### config.mk
export PLATFORM = sky130hd
export DESIGN_NAME = ufir_core
export DESIGN_NICKNAME = d
export VERILOG_FILES = /design/src/rtl/ufir_pkg.sv /design/src/rtl/ufir_core.sv /design/src/rtl/ufir_fifo.sv
export VERILOG_INCLUDE_DIRS = /design/src /design/src/rtl
export SDC_FILE = /design/constraint.sdc
export NUM_CORES = 1
export LEC_CHECK = 0
export ABC_CLOCK_PERIOD_IN_PS = 8020
export BUFFER_PORTS_ARGS = -buffer_cell sky130_fd_sc_hd__buf_2
export CAP_MARGIN = 30
export CORE_UTILIZATION = 50
export CTS_CLUSTER_DIAMETER = 30
export DETAILED_ROUTE_END_ITERATION = 10
export GPL_TIMING_DRIVEN = 0
export PLACE_DENSITY = 0.75
export SYNTH_ARGS = -nofsm -noshare
export SYNTH_HDL_FRONTEND = slang
export SYNTH_SLANG_ARGS = --single-unit
### constraint.sdc
create_clock -name ref_clk_i -period 8.02 [get_ports ref_clk_i]
set_clock_uncertainty 0.05 [all_clocks]
set_input_delay 1.604 -clock ref_clk_i [delete_from_list [all_inputs] [get_ports ref_clk_i]]
set_output_delay 1.604 -clock ref_clk_i [all_outputs]
set_load 0.01 [all_outputs]
### src/rtl/ufir_regs.svh
// Field positions, reset values and timing counts of the UART channel.
// Included by the core and the FIFO; holds definitions only.
`ifndef UFIR_REGS_SVH
`define UFIR_REGS_SVH
`define UFIR_FIFO_DEPTH 16
`define UFIR_CNT_W 5
`define UFIR_DIV_W 16
`define UFIR_SMP_W 4
`define UFIR_SMP_LAST 4'hf
`define UFIR_SMP_MID 4'h7
`define UFIR_IR_PULSE 4'h3
`define UFIR_TO_CHARS 4
`define UFIR_TO_W 10
`define UFIR_IRQ_W 6
`define UFIR_IRQ_RXAV 0
`define UFIR_IRQ_TXE 1
`define UFIR_IRQ_LINE 2
`define UFIR_IRQ_MODEM 3
`define UFIR_IRQ_TMO 4
`define UFIR_IRQ_BUSY 5
`define UFIR_MASK_RST 6'h00
`define UFIR_FCR_RXTRG 1:0
`define UFIR_FCR_TXTRG 3:2
`define UFIR_FCR_ARTS 4
`define UFIR_FCR_ACTS 5
`define UFIR_LCR_WLEN 1:0
`define UFIR_LCR_STOP2 2
`define UFIR_LCR_PEN 3
`define UFIR_LCR_ODD 4
`define UFIR_MD_EN 0
`define UFIR_MD_BLOCK 1
`define UFIR_MD_DIR 2
`define UFIR_MD_SEL 3
`define UFIR_LS_OVR 0
`define UFIR_LS_PAR 1
`define UFIR_LS_FRM 2
`define UFIR_LS_BRK 3
`define UFIR_SY_RX 0
`define UFIR_SY_CTS 1
`define UFIR_SY_RST 5'h1f
`define UFIR_MODEM_RST 4'hf
`endif

### src/rtl/ufir_pkg.sv
// Types shared by the UART channel: transmitter and receiver states.
// Assumes nothing of its surroundings.
package ufir_pkg;
    typedef enum logic [2:0] {
        TX_IDLE = 3'h0,
        TX_START = 3'h1,
        TX_DATA = 3'h3,
        TX_PAR = 3'h2,
        TX_STOP = 3'h6
    } ufir_tx_t;
    typedef enum logic [2:0] {
        RX_IDLE = 3'h0,
        RX_START = 3'h1,
        RX_DATA = 3'h3,
        RX_PAR = 3'h2,
        RX_STOP = 3'h6
    } ufir_rx_t;
endpackage

### src/rtl/ufir_core.sv
// UART channel core: flow control, interrupts, FIFOs, infrared and multidrop.
// Assumes a sample tick divisor from outside and control bits as plain ports.
`timescale 1ns/1ps
`include "ufir_regs.svh"
module ufir_core #(
    parameter bit FIFO_EN = 1'b1
) (
    input wire logic ref_clk_i,
    input wire logic rst_n_i,
    input wire logic [`UFIR_DIV_W-1:0] sample_div_i,
    input wire logic [5:0] fifo_control_reg_i,
    input wire logic [4:0] line_control_reg_i,
    input wire logic line_control_write_i,
    input wire logic infrared_mode_enable_i,
    input wire logic [3:0] multidrop_control_reg_i,
    input wire logic tx_write_i,
    input wire logic [7:0] transmit_holding_reg_i,
    output logic tx_full_o,
    input wire logic rx_read_i,
    output logic [7:0] receive_buffer_reg_o,
    output logic rx_empty_o,
    output logic [3:0] line_status_o,
    input wire logic [`UFIR_IRQ_W-1:0] irq_enable_set_reg_i,
    input wire logic [`UFIR_IRQ_W-1:0] irq_enable_clear_reg_i,
    input wire logic [`UFIR_IRQ_W-1:0] masked_status_clear_reg_i,
    output logic [`UFIR_IRQ_W-1:0] irq_mask_view_reg_o,
    output logic [`UFIR_IRQ_W-1:0] raw_irq_status_reg_o,
    output logic [`UFIR_IRQ_W-1:0] masked_status_reg_o,
    output logic irq_o,
    input wire logic serial_in_pin_i,
    output logic serial_out_pin_o,
    output logic request_send_out_n_o,
    input wire logic clear_send_in_n_i,
    output logic clear_send_out_n_o,
    output logic clear_send_oe_n_o,
    input wire logic data_set_ready_n_i,
    input wire logic ring_ind_n_i,
    input wire logic carrier_det_n_i
);
    localparam int DEPTH = FIFO_EN ? `UFIR_FIFO_DEPTH : 1;

    typedef struct packed {
        logic [`UFIR_DIV_W-1:0] div_cnt;
        logic [4:0] sync1;
        logic [4:0] sync2;
        logic [3:0] modem_prev;
        ufir_pkg::ufir_tx_t tx_st;
        logic [`UFIR_SMP_W-1:0] tx_smp;
        logic [3:0] tx_bit;
        logic [7:0] tx_sh;
        logic tx_par;
        logic tx_hold;
        ufir_pkg::ufir_rx_t rx_st;
        logic [`UFIR_SMP_W-1:0] rx_smp;
        logic [3:0] rx_bit;
        logic [8:0] rx_sh;
        logic ir_seen;
        logic rts_flag;
        logic dir_level;
        logic [`UFIR_IRQ_W-1:0] mask;
        logic [`UFIR_IRQ_W-1:0] sticky;
        logic [3:0] line_flags;
        logic [`UFIR_TO_W-1:0] to_cnt;
        logic serial_out;
        logic rts_out;
        logic cts_out;
    } ufir_st_t;

    localparam ufir_st_t ST_RST = '{
        tx_st: ufir_pkg::TX_IDLE,
        rx_st: ufir_pkg::RX_IDLE,
        sync1: `UFIR_SY_RST,
        sync2: `UFIR_SY_RST,
        modem_prev: `UFIR_MODEM_RST, // Matches synchroniser reset: no false change
        mask: `UFIR_MASK_RST,
        dir_level: 1'b1,
        serial_out: 1'b1,
        cts_out: 1'b1,
        default: '0
    };

    ufir_st_t s;
    ufir_st_t next_s;

    logic tick;
    logic ir;
    logic md_en;
    logic dir_en;
    logic dir_sel;
    logic acts;
    logic cts_stop;
    logic [3:0] db;
    logic tx_pen;
    logic rx_pen;
    logic tx_pop;
    logic tx_load;
    logic tx_lvl;
    logic [7:0] tx_data;
    logic [`UFIR_CNT_W-1:0] tx_cnt;
    logic tx_empty;
    logic rx_push;
    logic rx_pop;
    logic rx_full;
    logic [`UFIR_CNT_W-1:0] rx_cnt;
    logic rx_raw;
    logic rx_seen;
    logic rx_lvl;
    logic rx_addr;
    logic [3:0] ls_set;
    logic [3:0] modem_chg;
    logic [3:0] fbits;
    logic [`UFIR_TO_W-1:0] to_limit;
    logic [`UFIR_IRQ_W-1:0] raw;
    logic [`UFIR_IRQ_W-1:0] ev_set;
    logic busy;

    // Fill threshold for a trigger select, never below one character
    function automatic logic [`UFIR_CNT_W-1:0] thr(input logic [1:0] sel);
        int t;
        case (sel)
            2'h0: t = 1;
            2'h1: t = DEPTH / 4;
            2'h2: t = DEPTH / 2;
            default: t = DEPTH - 2;
        endcase
        if (t < 1) begin
            t = 1;
        end
        thr = `UFIR_CNT_W'(t);
    endfunction

    // Data bits per character; infrared mode forces eight
    function automatic logic [3:0] dbits(input logic irm, input logic [1:0] wl);
        dbits = irm ? 4'h8 : 4'h5 + {2'h0, wl};
    endfunction

    // Parity over the valid data bits, even or odd
    function automatic logic par_of(input logic [7:0] d, input logic [3:0] n,
                                    input logic odd);
        par_of = (^(d & (8'hff >> (4'h8 - n)))) ^ odd;
    endfunction

    // Character queues
    ufir_fifo #(.W(8), .DEPTH(DEPTH)) u_tx_fifo (
        .ref_clk_i(ref_clk_i),
        .rst_n_i(rst_n_i),
        .push_i(tx_write_i),
        .data_i(transmit_holding_reg_i),
        .pop_i(tx_pop),
        .data_o(tx_data),
        .count_o(tx_cnt),
        .full_o(tx_full_o),
        .empty_o(tx_empty)
    );

    ufir_fifo #(.W(8), .DEPTH(DEPTH)) u_rx_fifo (
        .ref_clk_i(ref_clk_i),
        .rst_n_i(rst_n_i),
        .push_i(rx_push),
        .data_i(s.rx_sh[7:0]),
        .pop_i(rx_pop),
        .data_o(receive_buffer_reg_o),
        .count_o(rx_cnt),
        .full_o(rx_full),
        .empty_o(rx_empty_o)
    );

    // Mode decode
    assign tick = (s.div_cnt == '0);
    assign ir = infrared_mode_enable_i;
    assign md_en = multidrop_control_reg_i[`UFIR_MD_EN];
    assign dir_en = multidrop_control_reg_i[`UFIR_MD_DIR];
    assign dir_sel = multidrop_control_reg_i[`UFIR_MD_SEL];
    assign acts = fifo_control_reg_i[`UFIR_FCR_ACTS] && !(dir_en && dir_sel);
    assign cts_stop = acts && s.sync2[`UFIR_SY_CTS];
    assign db = dbits(ir, line_control_reg_i[`UFIR_LCR_WLEN]);
    assign tx_pen = line_control_reg_i[`UFIR_LCR_PEN] && !ir;
    assign rx_pen = (line_control_reg_i[`UFIR_LCR_PEN] || md_en) && !ir;
    assign rx_pop = rx_read_i && !rx_empty_o;
    assign busy = (s.tx_st != ufir_pkg::TX_IDLE) || (s.rx_st != ufir_pkg::RX_IDLE) || !tx_empty;

    // Receive level: infrared maps any low in a bit, up to its middle sample, to a zero
    assign rx_raw = s.sync2[`UFIR_SY_RX];
    assign rx_seen = s.ir_seen || !rx_raw;
    assign rx_lvl = ir ? !rx_seen : rx_raw;
    assign rx_addr = md_en && s.rx_sh[8];

    // Character length for the timeout in sample ticks
    assign fbits = 4'h2 + db + {3'h0, rx_pen}
                   + {3'h0, line_control_reg_i[`UFIR_LCR_STOP2] && !ir};
    assign to_limit = `UFIR_TO_W'({fbits, 4'h0} * `UFIR_TO_CHARS);

    // Raw conditions: levels for queues, sticky for events
    assign raw[`UFIR_IRQ_RXAV] = rx_cnt >= thr(fifo_control_reg_i[`UFIR_FCR_RXTRG]);
    assign raw[`UFIR_IRQ_TXE] = FIFO_EN ? (tx_cnt <= thr(fifo_control_reg_i[`UFIR_FCR_TXTRG]))
                                        : tx_empty;
    assign raw[`UFIR_IRQ_LINE] = s.sticky[`UFIR_IRQ_LINE];
    assign raw[`UFIR_IRQ_MODEM] = s.sticky[`UFIR_IRQ_MODEM];
    assign raw[`UFIR_IRQ_TMO] = (s.to_cnt >= to_limit) && !rx_empty_o;
    assign raw[`UFIR_IRQ_BUSY] = s.sticky[`UFIR_IRQ_BUSY];

    // Status views and the single request line
    assign raw_irq_status_reg_o = raw;
    assign masked_status_reg_o = raw & s.mask;
    assign irq_mask_view_reg_o = s.mask;
    assign irq_o = |(raw & s.mask);
    assign line_status_o = s.line_flags;
    assign serial_out_pin_o = s.serial_out;
    assign request_send_out_n_o = s.rts_out;
    assign clear_send_out_n_o = s.cts_out;
    assign clear_send_oe_n_o = !(dir_en && dir_sel);

    // Transmit line level for the current frame position
    always_comb begin
        case (s.tx_st)
            ufir_pkg::TX_START: tx_lvl = 1'b0;
            ufir_pkg::TX_DATA: tx_lvl = s.tx_sh[0];
            ufir_pkg::TX_PAR: tx_lvl = s.tx_par;
            default: tx_lvl = 1'b1;
        endcase
    end

    // Next state of the whole channel
    always_comb begin
        next_s = s;
        tx_pop = 1'b0;
        tx_load = 1'b0;
        rx_push = 1'b0;
        ls_set = 4'h0;
        modem_chg = 4'h0;
        ev_set = '0;

        // Input synchronisers and sample tick
        next_s.sync1 = {carrier_det_n_i, ring_ind_n_i, data_set_ready_n_i,
                        clear_send_in_n_i, serial_in_pin_i};
        next_s.sync2 = s.sync1;
        next_s.div_cnt = tick ? sample_div_i : s.div_cnt - 1'b1;

        // Transmitter
        next_s.serial_out = ir ? (!tx_lvl && (s.tx_smp < `UFIR_IR_PULSE)) : tx_lvl;
        if (tick) begin
            case (s.tx_st)
                ufir_pkg::TX_IDLE: begin
                    tx_load = !tx_empty && !cts_stop;
                end
                ufir_pkg::TX_START: begin
                    next_s.tx_smp = s.tx_smp + 1'b1;
                    if (s.tx_smp == `UFIR_SMP_LAST) begin
                        next_s.tx_st = ufir_pkg::TX_DATA;
                    end
                end
                ufir_pkg::TX_DATA: begin
                    next_s.tx_smp = s.tx_smp + 1'b1;
                    if (s.tx_smp == `UFIR_SMP_LAST) begin
                        next_s.tx_sh = s.tx_sh >> 1;
                        next_s.tx_bit = s.tx_bit + 1'b1;
                        if (s.tx_bit == db - 4'h1) begin
                            next_s.tx_bit = 4'h0;
                            next_s.tx_st = tx_pen ? ufir_pkg::TX_PAR : ufir_pkg::TX_STOP;
                        end
                    end
                end
                ufir_pkg::TX_PAR: begin
                    next_s.tx_smp = s.tx_smp + 1'b1;
                    if (s.tx_smp == `UFIR_SMP_LAST) begin
                        next_s.tx_st = ufir_pkg::TX_STOP;
                    end
                end
                ufir_pkg::TX_STOP: begin
                    next_s.tx_smp = s.tx_smp + 1'b1;
                    // Decision point in the middle of the last stop bit
                    if (s.tx_smp == `UFIR_SMP_MID && (s.tx_bit != 4'h0 || ir
                        || !line_control_reg_i[`UFIR_LCR_STOP2])) begin
                        next_s.tx_hold = cts_stop;
                    end
                    if (s.tx_smp == `UFIR_SMP_LAST) begin
                        if (line_control_reg_i[`UFIR_LCR_STOP2] && !ir && s.tx_bit == 4'h0) begin
                            next_s.tx_bit = 4'h1;
                        end else if (!tx_empty && !s.tx_hold) begin
                            tx_load = 1'b1;
                        end else begin
                            next_s.tx_st = ufir_pkg::TX_IDLE;
                        end
                    end
                end
                default: begin
                    next_s.tx_st = ufir_pkg::TX_IDLE;
                end
            endcase
        end
        if (tx_load) begin
            tx_pop = 1'b1;
            next_s.tx_st = ufir_pkg::TX_START;
            next_s.tx_smp = '0;
            next_s.tx_bit = 4'h0;
            next_s.tx_hold = 1'b0;
            next_s.tx_sh = tx_data & (8'hff >> (4'h8 - db));
            next_s.tx_par = par_of(tx_data, db, line_control_reg_i[`UFIR_LCR_ODD]);
        end

        // Receiver
        if (tick) begin
            if (s.rx_st == ufir_pkg::RX_IDLE) begin
                if (!rx_raw) begin
                    next_s.rx_st = ufir_pkg::RX_START;
                    next_s.rx_smp = '0;
                    next_s.rx_bit = 4'h0;
                    next_s.rx_sh = '0;
                    next_s.ir_seen = 1'b1;
                end
            end else begin
                next_s.rx_smp = s.rx_smp + 1'b1;
                next_s.ir_seen = rx_seen;
                if (s.rx_smp == `UFIR_SMP_LAST) begin
                    next_s.ir_seen = 1'b0;
                end
                case (s.rx_st)
                    ufir_pkg::RX_START: begin
                        if (s.rx_smp == `UFIR_SMP_MID && rx_lvl) begin
                            next_s.rx_st = ufir_pkg::RX_IDLE;
                        end else if (s.rx_smp == `UFIR_SMP_LAST) begin
                            next_s.rx_st = ufir_pkg::RX_DATA;
                        end
                    end
                    ufir_pkg::RX_DATA: begin
                        if (s.rx_smp == `UFIR_SMP_MID) begin
                            next_s.rx_sh[s.rx_bit] = rx_lvl;
                        end
                        if (s.rx_smp == `UFIR_SMP_LAST) begin
                            next_s.rx_bit = s.rx_bit + 1'b1;
                            if (s.rx_bit == db - 4'h1) begin
                                next_s.rx_st = rx_pen ? ufir_pkg::RX_PAR : ufir_pkg::RX_STOP;
                            end
                        end
                    end
                    ufir_pkg::RX_PAR: begin
                        if (s.rx_smp == `UFIR_SMP_MID) begin
                            next_s.rx_sh[8] = rx_lvl;
                        end
                        if (s.rx_smp == `UFIR_SMP_LAST) begin
                            next_s.rx_st = ufir_pkg::RX_STOP;
                        end
                    end
                    ufir_pkg::RX_STOP: begin
                        // Finish in mid stop bit so the next start edge is caught
                        if (s.rx_smp == `UFIR_SMP_MID) begin
                            next_s.rx_st = ufir_pkg::RX_IDLE;
                            ls_set[`UFIR_LS_PAR] = md_en ? rx_addr
                                : rx_pen && (s.rx_sh[8] != par_of(s.rx_sh[7:0], db,
                                  line_control_reg_i[`UFIR_LCR_ODD]));
                            ls_set[`UFIR_LS_FRM] = !rx_lvl;
                            ls_set[`UFIR_LS_BRK] = !rx_lvl && (s.rx_sh == '0);
                            if (!(md_en && multidrop_control_reg_i[`UFIR_MD_BLOCK]
                                  && !rx_addr)) begin
                                ls_set[`UFIR_LS_OVR] = rx_full;
                                rx_push = !rx_full;
                            end
                        end
                    end
                    default: begin
                        next_s.rx_st = ufir_pkg::RX_IDLE;
                    end
                endcase
            end
        end

        // Receive timeout counter, restarted by any queue movement
        if (rx_push || rx_pop || rx_empty_o) begin
            next_s.to_cnt = '0;
        end else if (tick && s.to_cnt < to_limit) begin
            next_s.to_cnt = s.to_cnt + 1'b1;
        end

        // Flow control request line
        if (rx_cnt >= thr(fifo_control_reg_i[`UFIR_FCR_RXTRG])) begin
            next_s.rts_flag = 1'b1;
        end else if (rx_empty_o) begin
            next_s.rts_flag = 1'b0;
        end

        // Direction control level
        if (tx_write_i) begin
            next_s.dir_level = 1'b0;
        end else if (s.tx_st == ufir_pkg::TX_IDLE && tx_empty) begin
            next_s.dir_level = 1'b1;
        end
        next_s.rts_out = (dir_en && !dir_sel) ? s.dir_level
                         : (fifo_control_reg_i[`UFIR_FCR_ARTS] && s.rts_flag);
        next_s.cts_out = (dir_en && dir_sel) ? s.dir_level : 1'b1;

        // Event sources
        modem_chg = s.sync2[4:1] ^ s.modem_prev;
        next_s.modem_prev = s.sync2[4:1];
        if (acts) begin
            modem_chg[0] = 1'b0;
        end
        ev_set[`UFIR_IRQ_MODEM] = |modem_chg;
        ev_set[`UFIR_IRQ_LINE] = |ls_set;
        ev_set[`UFIR_IRQ_BUSY] = line_control_write_i && busy;

        // Sticky events: a set in the clear cycle wins
        next_s.sticky = (s.sticky & ~masked_status_clear_reg_i) | ev_set;
        if (masked_status_clear_reg_i[`UFIR_IRQ_LINE]) begin
            next_s.line_flags = ls_set;
        end else begin
            next_s.line_flags = s.line_flags | ls_set;
        end

        // Mask: enable writes win over disable writes on the same bit
        next_s.mask = (s.mask & ~irq_enable_clear_reg_i) | irq_enable_set_reg_i;
    end

    // State register
    always_ff @(posedge ref_clk_i) begin
        if (!rst_n_i) begin
            s <= ST_RST;
        end else begin
            s <= next_s;
        end
    end
endmodule

### src/rtl/ufir_fifo.sv
// Flip-flop FIFO used for the transmit and receive character queues.
// Assumes one clock; push when full and pop when empty are ignored.
`timescale 1ns/1ps
`include "ufir_regs.svh"
module ufir_fifo #(
    parameter int W = 8,
    parameter int DEPTH = `UFIR_FIFO_DEPTH
) (
    input wire logic ref_clk_i,
    input wire logic rst_n_i,
    input wire logic push_i,
    input wire logic [W-1:0] data_i,
    input wire logic pop_i,
    output logic [W-1:0] data_o,
    output logic [`UFIR_CNT_W-1:0] count_o,
    output logic full_o,
    output logic empty_o
);
    localparam int AW = (DEPTH > 1) ? $clog2(DEPTH) : 1;
    typedef struct packed {
        logic [DEPTH-1:0][W-1:0] mem;
        logic [AW-1:0] wp;
        logic [AW-1:0] rp;
        logic [`UFIR_CNT_W-1:0] cnt;
    } ufir_fifo_st_t;
    ufir_fifo_st_t s;
    ufir_fifo_st_t next_s;
    logic do_push;
    logic do_pop;

    // Pointer advance with wrap at the last slot
    function automatic logic [AW-1:0] bump(input logic [AW-1:0] p);
        bump = (p == AW'(DEPTH - 1)) ? '0 : p + 1'b1;
    endfunction

    assign full_o = (s.cnt == `UFIR_CNT_W'(DEPTH));
    assign empty_o = (s.cnt == '0);
    assign count_o = s.cnt;
    assign data_o = s.mem[s.rp];
    assign do_push = push_i && !full_o;
    assign do_pop = pop_i && !empty_o;

    // Store, advance pointers and keep the fill count
    always_comb begin
        next_s = s;
        if (do_push) begin
            next_s.mem[s.wp] = data_i;
            next_s.wp = bump(s.wp);
        end
        if (do_pop) begin
            next_s.rp = bump(s.rp);
        end
        if (do_push && !do_pop) begin
            next_s.cnt = s.cnt + 1'b1;
        end else if (do_pop && !do_push) begin
            next_s.cnt = s.cnt - 1'b1;
        end
    end

    // State register
    always_ff @(posedge ref_clk_i) begin
        if (!rst_n_i) begin
            s <= '0;
        end else begin
            s <= next_s;
        end
    end
endmodule

==> results of run 1 <==
## layout by cell type (no fill, tap or decap), types with 35 or more instances in the layout
master	instances
a21oi_1	213
buf_2	104
clkbuf_1	126
clkbuf_16	83
dfxtp_1	382
ha_1	46
inv_1	50
mux2i_1	177
mux4_2	58
nand2_1	333
nand3_1	44
nor2_1	270
xnor2_1	35
## area by class of cell
class	instances	area, um2
antenna	1	2.502
buffer	139	578.1
clock buffer	106	2263
clock inverter	45	561.8
fill	2926	13580
inverter	52	195.2
multi-input combinational	1489	9731
sequential	382	7647
tap	461	576.8
timing repair buffer	102	520.5
## per-layer routing
layer  vias to the layer above  part of all wire  global-route usage
met1                      7747              0.41              0.3565
met4                         0             0.039              0.1333
met3                       150             0.074             0.05601
met2                       699              0.48              0.4781
li1                       7469                 -                   -
met5                         -                 0                   0
## flip-flops by register name, indices dropped and copies added (netlist names)
name,count
clear_send_out_n_o,1
line_status_o,4
irq_mask_view_reg_o,6
u_rx_fifo.s,136
u_tx_fifo.s,136
raw_irq_status_reg_o,3
next_s,9
serial_out_pin_o,1
u_tx_fifo.count_o,5
s,74
request_send_out_n_o,1
u_rx_fifo.count_o,5
rx_raw,1
## critical path, stage by stage
cell and delay [ns]:
buf_2 0.12, clkbuf_1 0.21, nor2_1 0.46, fa_1 0.29
inv_1 0.05, ha_1 0.33, ha_1 0.30, nor2b_1 0.14
o21a_1 0.16, o21a_1 0.21, nor3_1 0.33, nor2_1 0.11
and2_1 0.18, or4b_2 0.65, buf_2 0.16
## kinds of logic after synthesis
group                      Yosys count  share of synthesized area
AOI/OAI and AO/OA                  317                    0.09885
xor gates and xnor gates            62                    0.03219
adders and majority gates           49                    0.03502
buffers and inverters              191                    0.04260
DFF                                382                     0.4213
muxes                              235                     0.1696
and+or+nand+nor                    826                     0.2005
## report_power, final
| part | internal (mW) | switching [mW] |
|---|---|---|
| logic | 0.296 | 0.455 |
| clock network | 2.34 | 1.08 |
| registers | 1.98 | 0.0631 |
## path summary, 6_finish.rpt
kind / start / to / slack (ns) / cells past startpoint
min reg2reg: next_s[81] / next_s[76] / 0.37 / 1
max: infrared_mode_enable_i / irq_o / 1.06 / 15
max reg2reg: s[87] / u_rx_fifo.count_o[4] / 2.78 / 19
min: next_s[81] / next_s[76] / 0.37 / 1
## per-stage QoR
stage	instance area, um2	hold WS (ns)	instances
after detailed placement	19230	0.3456	2624
after global routing	22080	0.3807	2777
after floorplan	18150	0.3363	2062
final	22080	0.3712	2777
after global placement	19230	0.3383	2624
after CTS	22060	0.3718	2775
==> reports/qor.yml, run 1 <==
outcome:
  outcome: "complete, but fails checks"
  violations: "design-rule violations"
drt:
  vias: 16070
  ant_nets: 0
  drtPass1Iterations: 8
  drc: 14
  routed_wl_um: 53050
  wl_per_cell_um: 19.10
  initialDrtViolationCount: 1531
  via_per_inst: 5.785
pwr:
  vdd_drop_max_v: 0.0002022
  power_mw: 6.207
  power.density_mw_per_mm2: 281.1
  leakagePower_nw: 9.045
timing:
  timing.setup.tns_ns: 0
  max_slew_margin: 0.3239
  setup_slack_ns: 1.056
  rsz0062_at_grt: "false"
  setup_viol: 0
  hold_viol_final: 0
  max_freq_mhz: 143.6
  slew_violations: 0
  tightest_slew_ns: 1.014
  fin_crit_sh: 0.8683
  period_minus_slack_ns: 6.964
critical_path:
  cp_max_fo: 10
  critPathKind: "input port to output port"
  critPathArrivalTime_ns: 5.31
  cp-end-kind: "output port"
  critical_path_required_ns: 6.37
  start_kind: "input port"
place:
  hpwl_um: 36270
  gp_congestion: 0.9336
  place_ws_ns: 1.104
  port_buffers: 101
job:
  maxCapViolations: 0
synthesis:
  synth.largest_area_cell: "dfxtp_1"
  synth.avg_cell_area_um2: 8.803
  syn_area_mm2: 0.01815
  ys_async_sr_fraction: 0
  yosysTopAreaCellShare: 0.4213
  synth_seq_area_share: 0.4213
  synthesis.instances: 2062
  synth-main-ff-cell: "dfxtp_1"
  ys_seq_elements: 382
  netlist-cell-type-count: 65
  synth_enable_flop_cells: 0
  ys.warnings.count: 0
  netlist_top_cells_count: "dfxtp_1, nand2_1, nor2_1, a21oi_1, mux2i_1"
  synth.area.top_cells: "dfxtp_1, mux2i_1, mux4_2, nand2_1, a21oi_1"
  synthesis.nets: 2179
  yosysMostFrequentCell: "dfxtp_1"
finish:
  area_delta_synth_final_pct: 21.62
  layout.nets: 2366
  drive_gt1_frac: 0.1408
  utilization: 0.6192
clock_network:
  cts_tree: "yes"
  cts_hold_buf: 0
  clockBufferDepth: 3
  clkSlewWorstSetupHoldPaths_ns: 0.04
  cts_buffers: 83
  cts_setup_buffers: 0
  cts_resized: 0
  root_buffer: "clkbuf_16"
  clock-sinks: 382
  clk_latency_ns: 0.59
  cts_max_level: 3
floorplanning:
  fp.dieH_um: 192.5
  chipWidth_um: 192.5
  rows: 69
  start_util: 0.5091
  dieArea_mm2: 0.03707
  coreArea_mm2: 0.03566
  ios: 105
grt:
  grt.total_usage: 0.2869
  grt_max_degree: 12
  grt_pass1_vias: 15750
  grt_first_pass_wirelength_um: 82970
  overflow: 0
  grt_antenna_before_repair: 1
worst_hold_path:
  min-delay-path-class: "register to register"
(Power assumes the default switching activity.)
==> run 2: changes to the inputs <==
- CELL_PAD_IN_SITES_DETAIL_PLACEMENT: unset -> 0
- CELL_PAD_IN_SITES_GLOBAL_PLACEMENT: unset -> 2
- CORE_UTILIZATION: 50 -> 41
- HOLD_SLACK_MARGIN: unset -> 0.05
- PLACE_DENSITY: 0.75 -> 0.93
==> reports/qor.yml, run 2 (synthesis results as in run 1) <==
place:
  port_buffers: 101  # unchanged
  gp_congestion: 0.9074  # was 0.9336
  dpl_cell_area_mm2: 0.01939  # was 0.01923 mm2
  hpwl_um: 38980  # was 36270 um
  place_inst: 2748  # was 2624
clock_network:
  root_buffer: "clkbuf_16"  # unchanged
  cts_setup_buffers: 0  # unchanged
  cts_buffers: 90  # was 83
  clockBufferDepth: 3  # unchanged
  cts_hold_buf: 0  # unchanged
  clk_latency_ns: 0.61  # was 0.59 ns
  cts_resized: 0  # unchanged
  clock-sinks: 382  # unchanged
  cts_tree: "yes"  # unchanged
  clkSlewWorstSetupHoldPaths_ns: 0.04  # about the same
  cts_max_level: 3  # unchanged
finish:
  drive_gt1_frac: 0.1509  # was 0.1408
  final_cell_mix: "dfxtp_1, nand2_1, nor2_1"  # unchanged
  finalInstanceArea_mm2: 0.02273  # was 0.02208 mm2
  area_delta_synth_final_pct: 25.21  # was 21.62%
  diodes: 0  # was 1
  layout.nets: 2373  # was 2366
  reg_top3: "u_rx_fifo.s (136), u_tx_fifo.s (136), s (74)"  # unchanged
  final_common_cell: "dfxtp_1"  # unchanged
  fin_cells: 2918  # was 2777
  utilization: 0.5241  # was 0.6192
floorplanning:
  ios: 105  # unchanged
  rows: 76  # was 69
  coreArea_mm2: 0.04336  # was 0.03566 mm2
  fp.dieH_um: 212.4  # was 192.5 um
  start_util: 0.4186  # was 0.5091
  dieArea_mm2: 0.04512  # was 0.03707 mm2
  chipWidth_um: 212.4  # was 192.5 um
worst_hold_path:
  hold_end: "next_s[73]"  # was next_s[76]
  hold_depth: 1  # unchanged
  worstHoldStart: "next_s[78]"  # was next_s[81]
  min-delay-path-class: "register to register"  # unchanged
critical_path:
  crit_family: "simple AND/OR/NAND/NOR gates"  # unchanged
  start_kind: "input port"  # unchanged
  r2r_end: "u_rx_fifo.count_o[4]"  # unchanged
  cp_slowest_cell: "or4b_2"  # unchanged
  critical_path_required_ns: 6.37  # about the same
  rr_worst_depth: 19  # unchanged
  path_cells: "buf_2, clkbuf_1, nor2_1, fa_1, inv_1, ha_1, ha_1, nor2b_1, o21a_1, o21a_1, nor3_1, nor2_1, and2_1, or4b_2, buf_2"  # unchanged
  cp-end-kind: "output port"  # unchanged
  critPathArrivalTime_ns: 5.63  # was 5.31 ns
  cp_max_fo: 10  # unchanged
  r2r-start: "s[87]"  # unchanged
  worst_path_largest_cell_delay_ns: 0.65  # about the same
  critPathKind: "input port to output port"  # unchanged
  worst-path-buf-inv: 4  # unchanged
  worst-r2r-setup-slack_ns: 2.71  # was 2.78 ns
drt:
  vias: 15720  # was 16070
  via_per_inst: 5.386  # was 5.785
  initialDrtViolationCount: 937  # was 1531
  drc: 0  # was 14
  wl_per_cell_um: 18.92  # was 19.10 um
  ant_nets: 0  # unchanged
  routed_wl_um: 55220  # was 53050 um
  drtPass1Iterations: 9  # was 8
pwr:
  leakagePower_nw: 9.276  # was 9.045 nW
  power_switching_mw: 1.677  # was 1.595 mW
  combPwrFrac: 0.110  # was 0.121
  power.density_mw_per_mm2: 296.3  # was 281.1 mW/mm2
  internal_power_mw: 5.057  # was 4.612 mW
  p_sw_frac: 0.2490  # was 0.2569
  clkPwrFrac: 0.587  # was 0.550
  seqPwrFrac: 0.303  # was 0.329
  vdd_drop_max_v: 0.0002028  # was 0.0002022 V
timing:
  timing.setup.tns_ns: 0  # unchanged
  max_freq_mhz: 137.3  # was 143.6 MHz
  fin_crit_sh: 0.9083  # was 0.8683
  tightest_slew_ns: 1.060  # was 1.014 ns
  max_slew_margin: 0.2753  # was 0.3239
  setup_viol: 0  # unchanged
  period_minus_slack_ns: 7.285  # was 6.964 ns
  slew_violations: 0  # unchanged
  hold_viol_final: 0  # unchanged
  rsz0062_at_grt: "false"  # unchanged
grt:
  grt_max_degree: 13  # was 12
  grt_first_pass_wirelength_um: 85970  # was 82970 um
  overflow: 0  # unchanged
  grt_antenna_before_repair: 0  # was 1
  grt_pass1_vias: 15350  # was 15750
  grt.total_usage: 0.2493  # was 0.2869
outcome:
  outcome: "finished clean"  # was complete, but fails checks
job:
  maxCapViolations: 0  # unchanged
==> run 2: worst register-to-register path, delay by kind of cell (launching register included) <==
family,cells,cell delay (ns)
DFF,1,0.33
AOI/OAI and AO/OA,3,0.49
buffers and inverters,7,1.55
and+or+nand+nor,5,1.86
adders and majority gates,3,0.86
xor gates and xnor gates,1,0.10
==> run 2: layout make-up <==
class | instances | area, um2
buffer | 139 | 578.1
clock inverter | 62 | 875.8
tap | 585 | 732.0
timing repair buffer | 102 | 520.5
inverter | 52 | 195.2
clock buffer | 107 | 2447
sequential | 382 | 7647
multi-input combinational | 1489 | 9731
fill | 4088 | 20630
==> run 2: worst max path at each step <==
stage / startpoint / end / cells past startpoint
global placement: infrared_mode_enable_i / irq_o / 15
floorplan: infrared_mode_enable_i / irq_o / 13
finish: infrared_mode_enable_i / irq_o / 15
CTS: infrared_mode_enable_i / irq_o / 15
detailed placement: infrared_mode_enable_i / irq_o / 15
global route: infrared_mode_enable_i / irq_o / 15
==> run 2: stage by stage <==
step | worst slack [ns] | hold slack (ns) | total power [mW]
after floorplan | 1.776 | 0.3363 | 2.588
after detailed placement | 0.7261 | 0.3457 | 2.811
after global placement | 0.7818 | 0.3384 | 2.799
after global routing | 0.5386 | 0.3745 | 6.979
final | 0.7354 | 0.3577 | 6.733
after CTS | 0.7197 | 0.3604 | 6.781
==> run 2: power by group through the flow <==
| stage | combinational (mW) | sequential (mW) | clock, mW |
|---|---|---|---|
| after detailed placement | 0.738 | 2.07 | 0 |
| after CTS | 0.743 | 2.04 | 4.00 |
| after global routing | 0.827 | 2.05 | 4.10 |
| after floorplan | 0.530 | 2.06 | 0 |
| after global placement | 0.730 | 2.07 | 0 |
| final | 0.742 | 2.04 | 3.95 |
==> run 2: routing by layer <==
| layer | global-route usage | vias up | wire, um | share of wire |
|---|---|---|---|---|
| met2 | 0.3906 | 483 | 24920 | 0.45 |
| met3 | 0.05775 | 131 | 3632 | 0.066 |
| li1 | - | 7502 | - | - |
| met5 | 0 | - | 0 | 0 |
| met1 | 0.3246 | 7600 | 24540 | 0.44 |
| met4 | 0.1151 | 0 | 2129 | 0.039 |
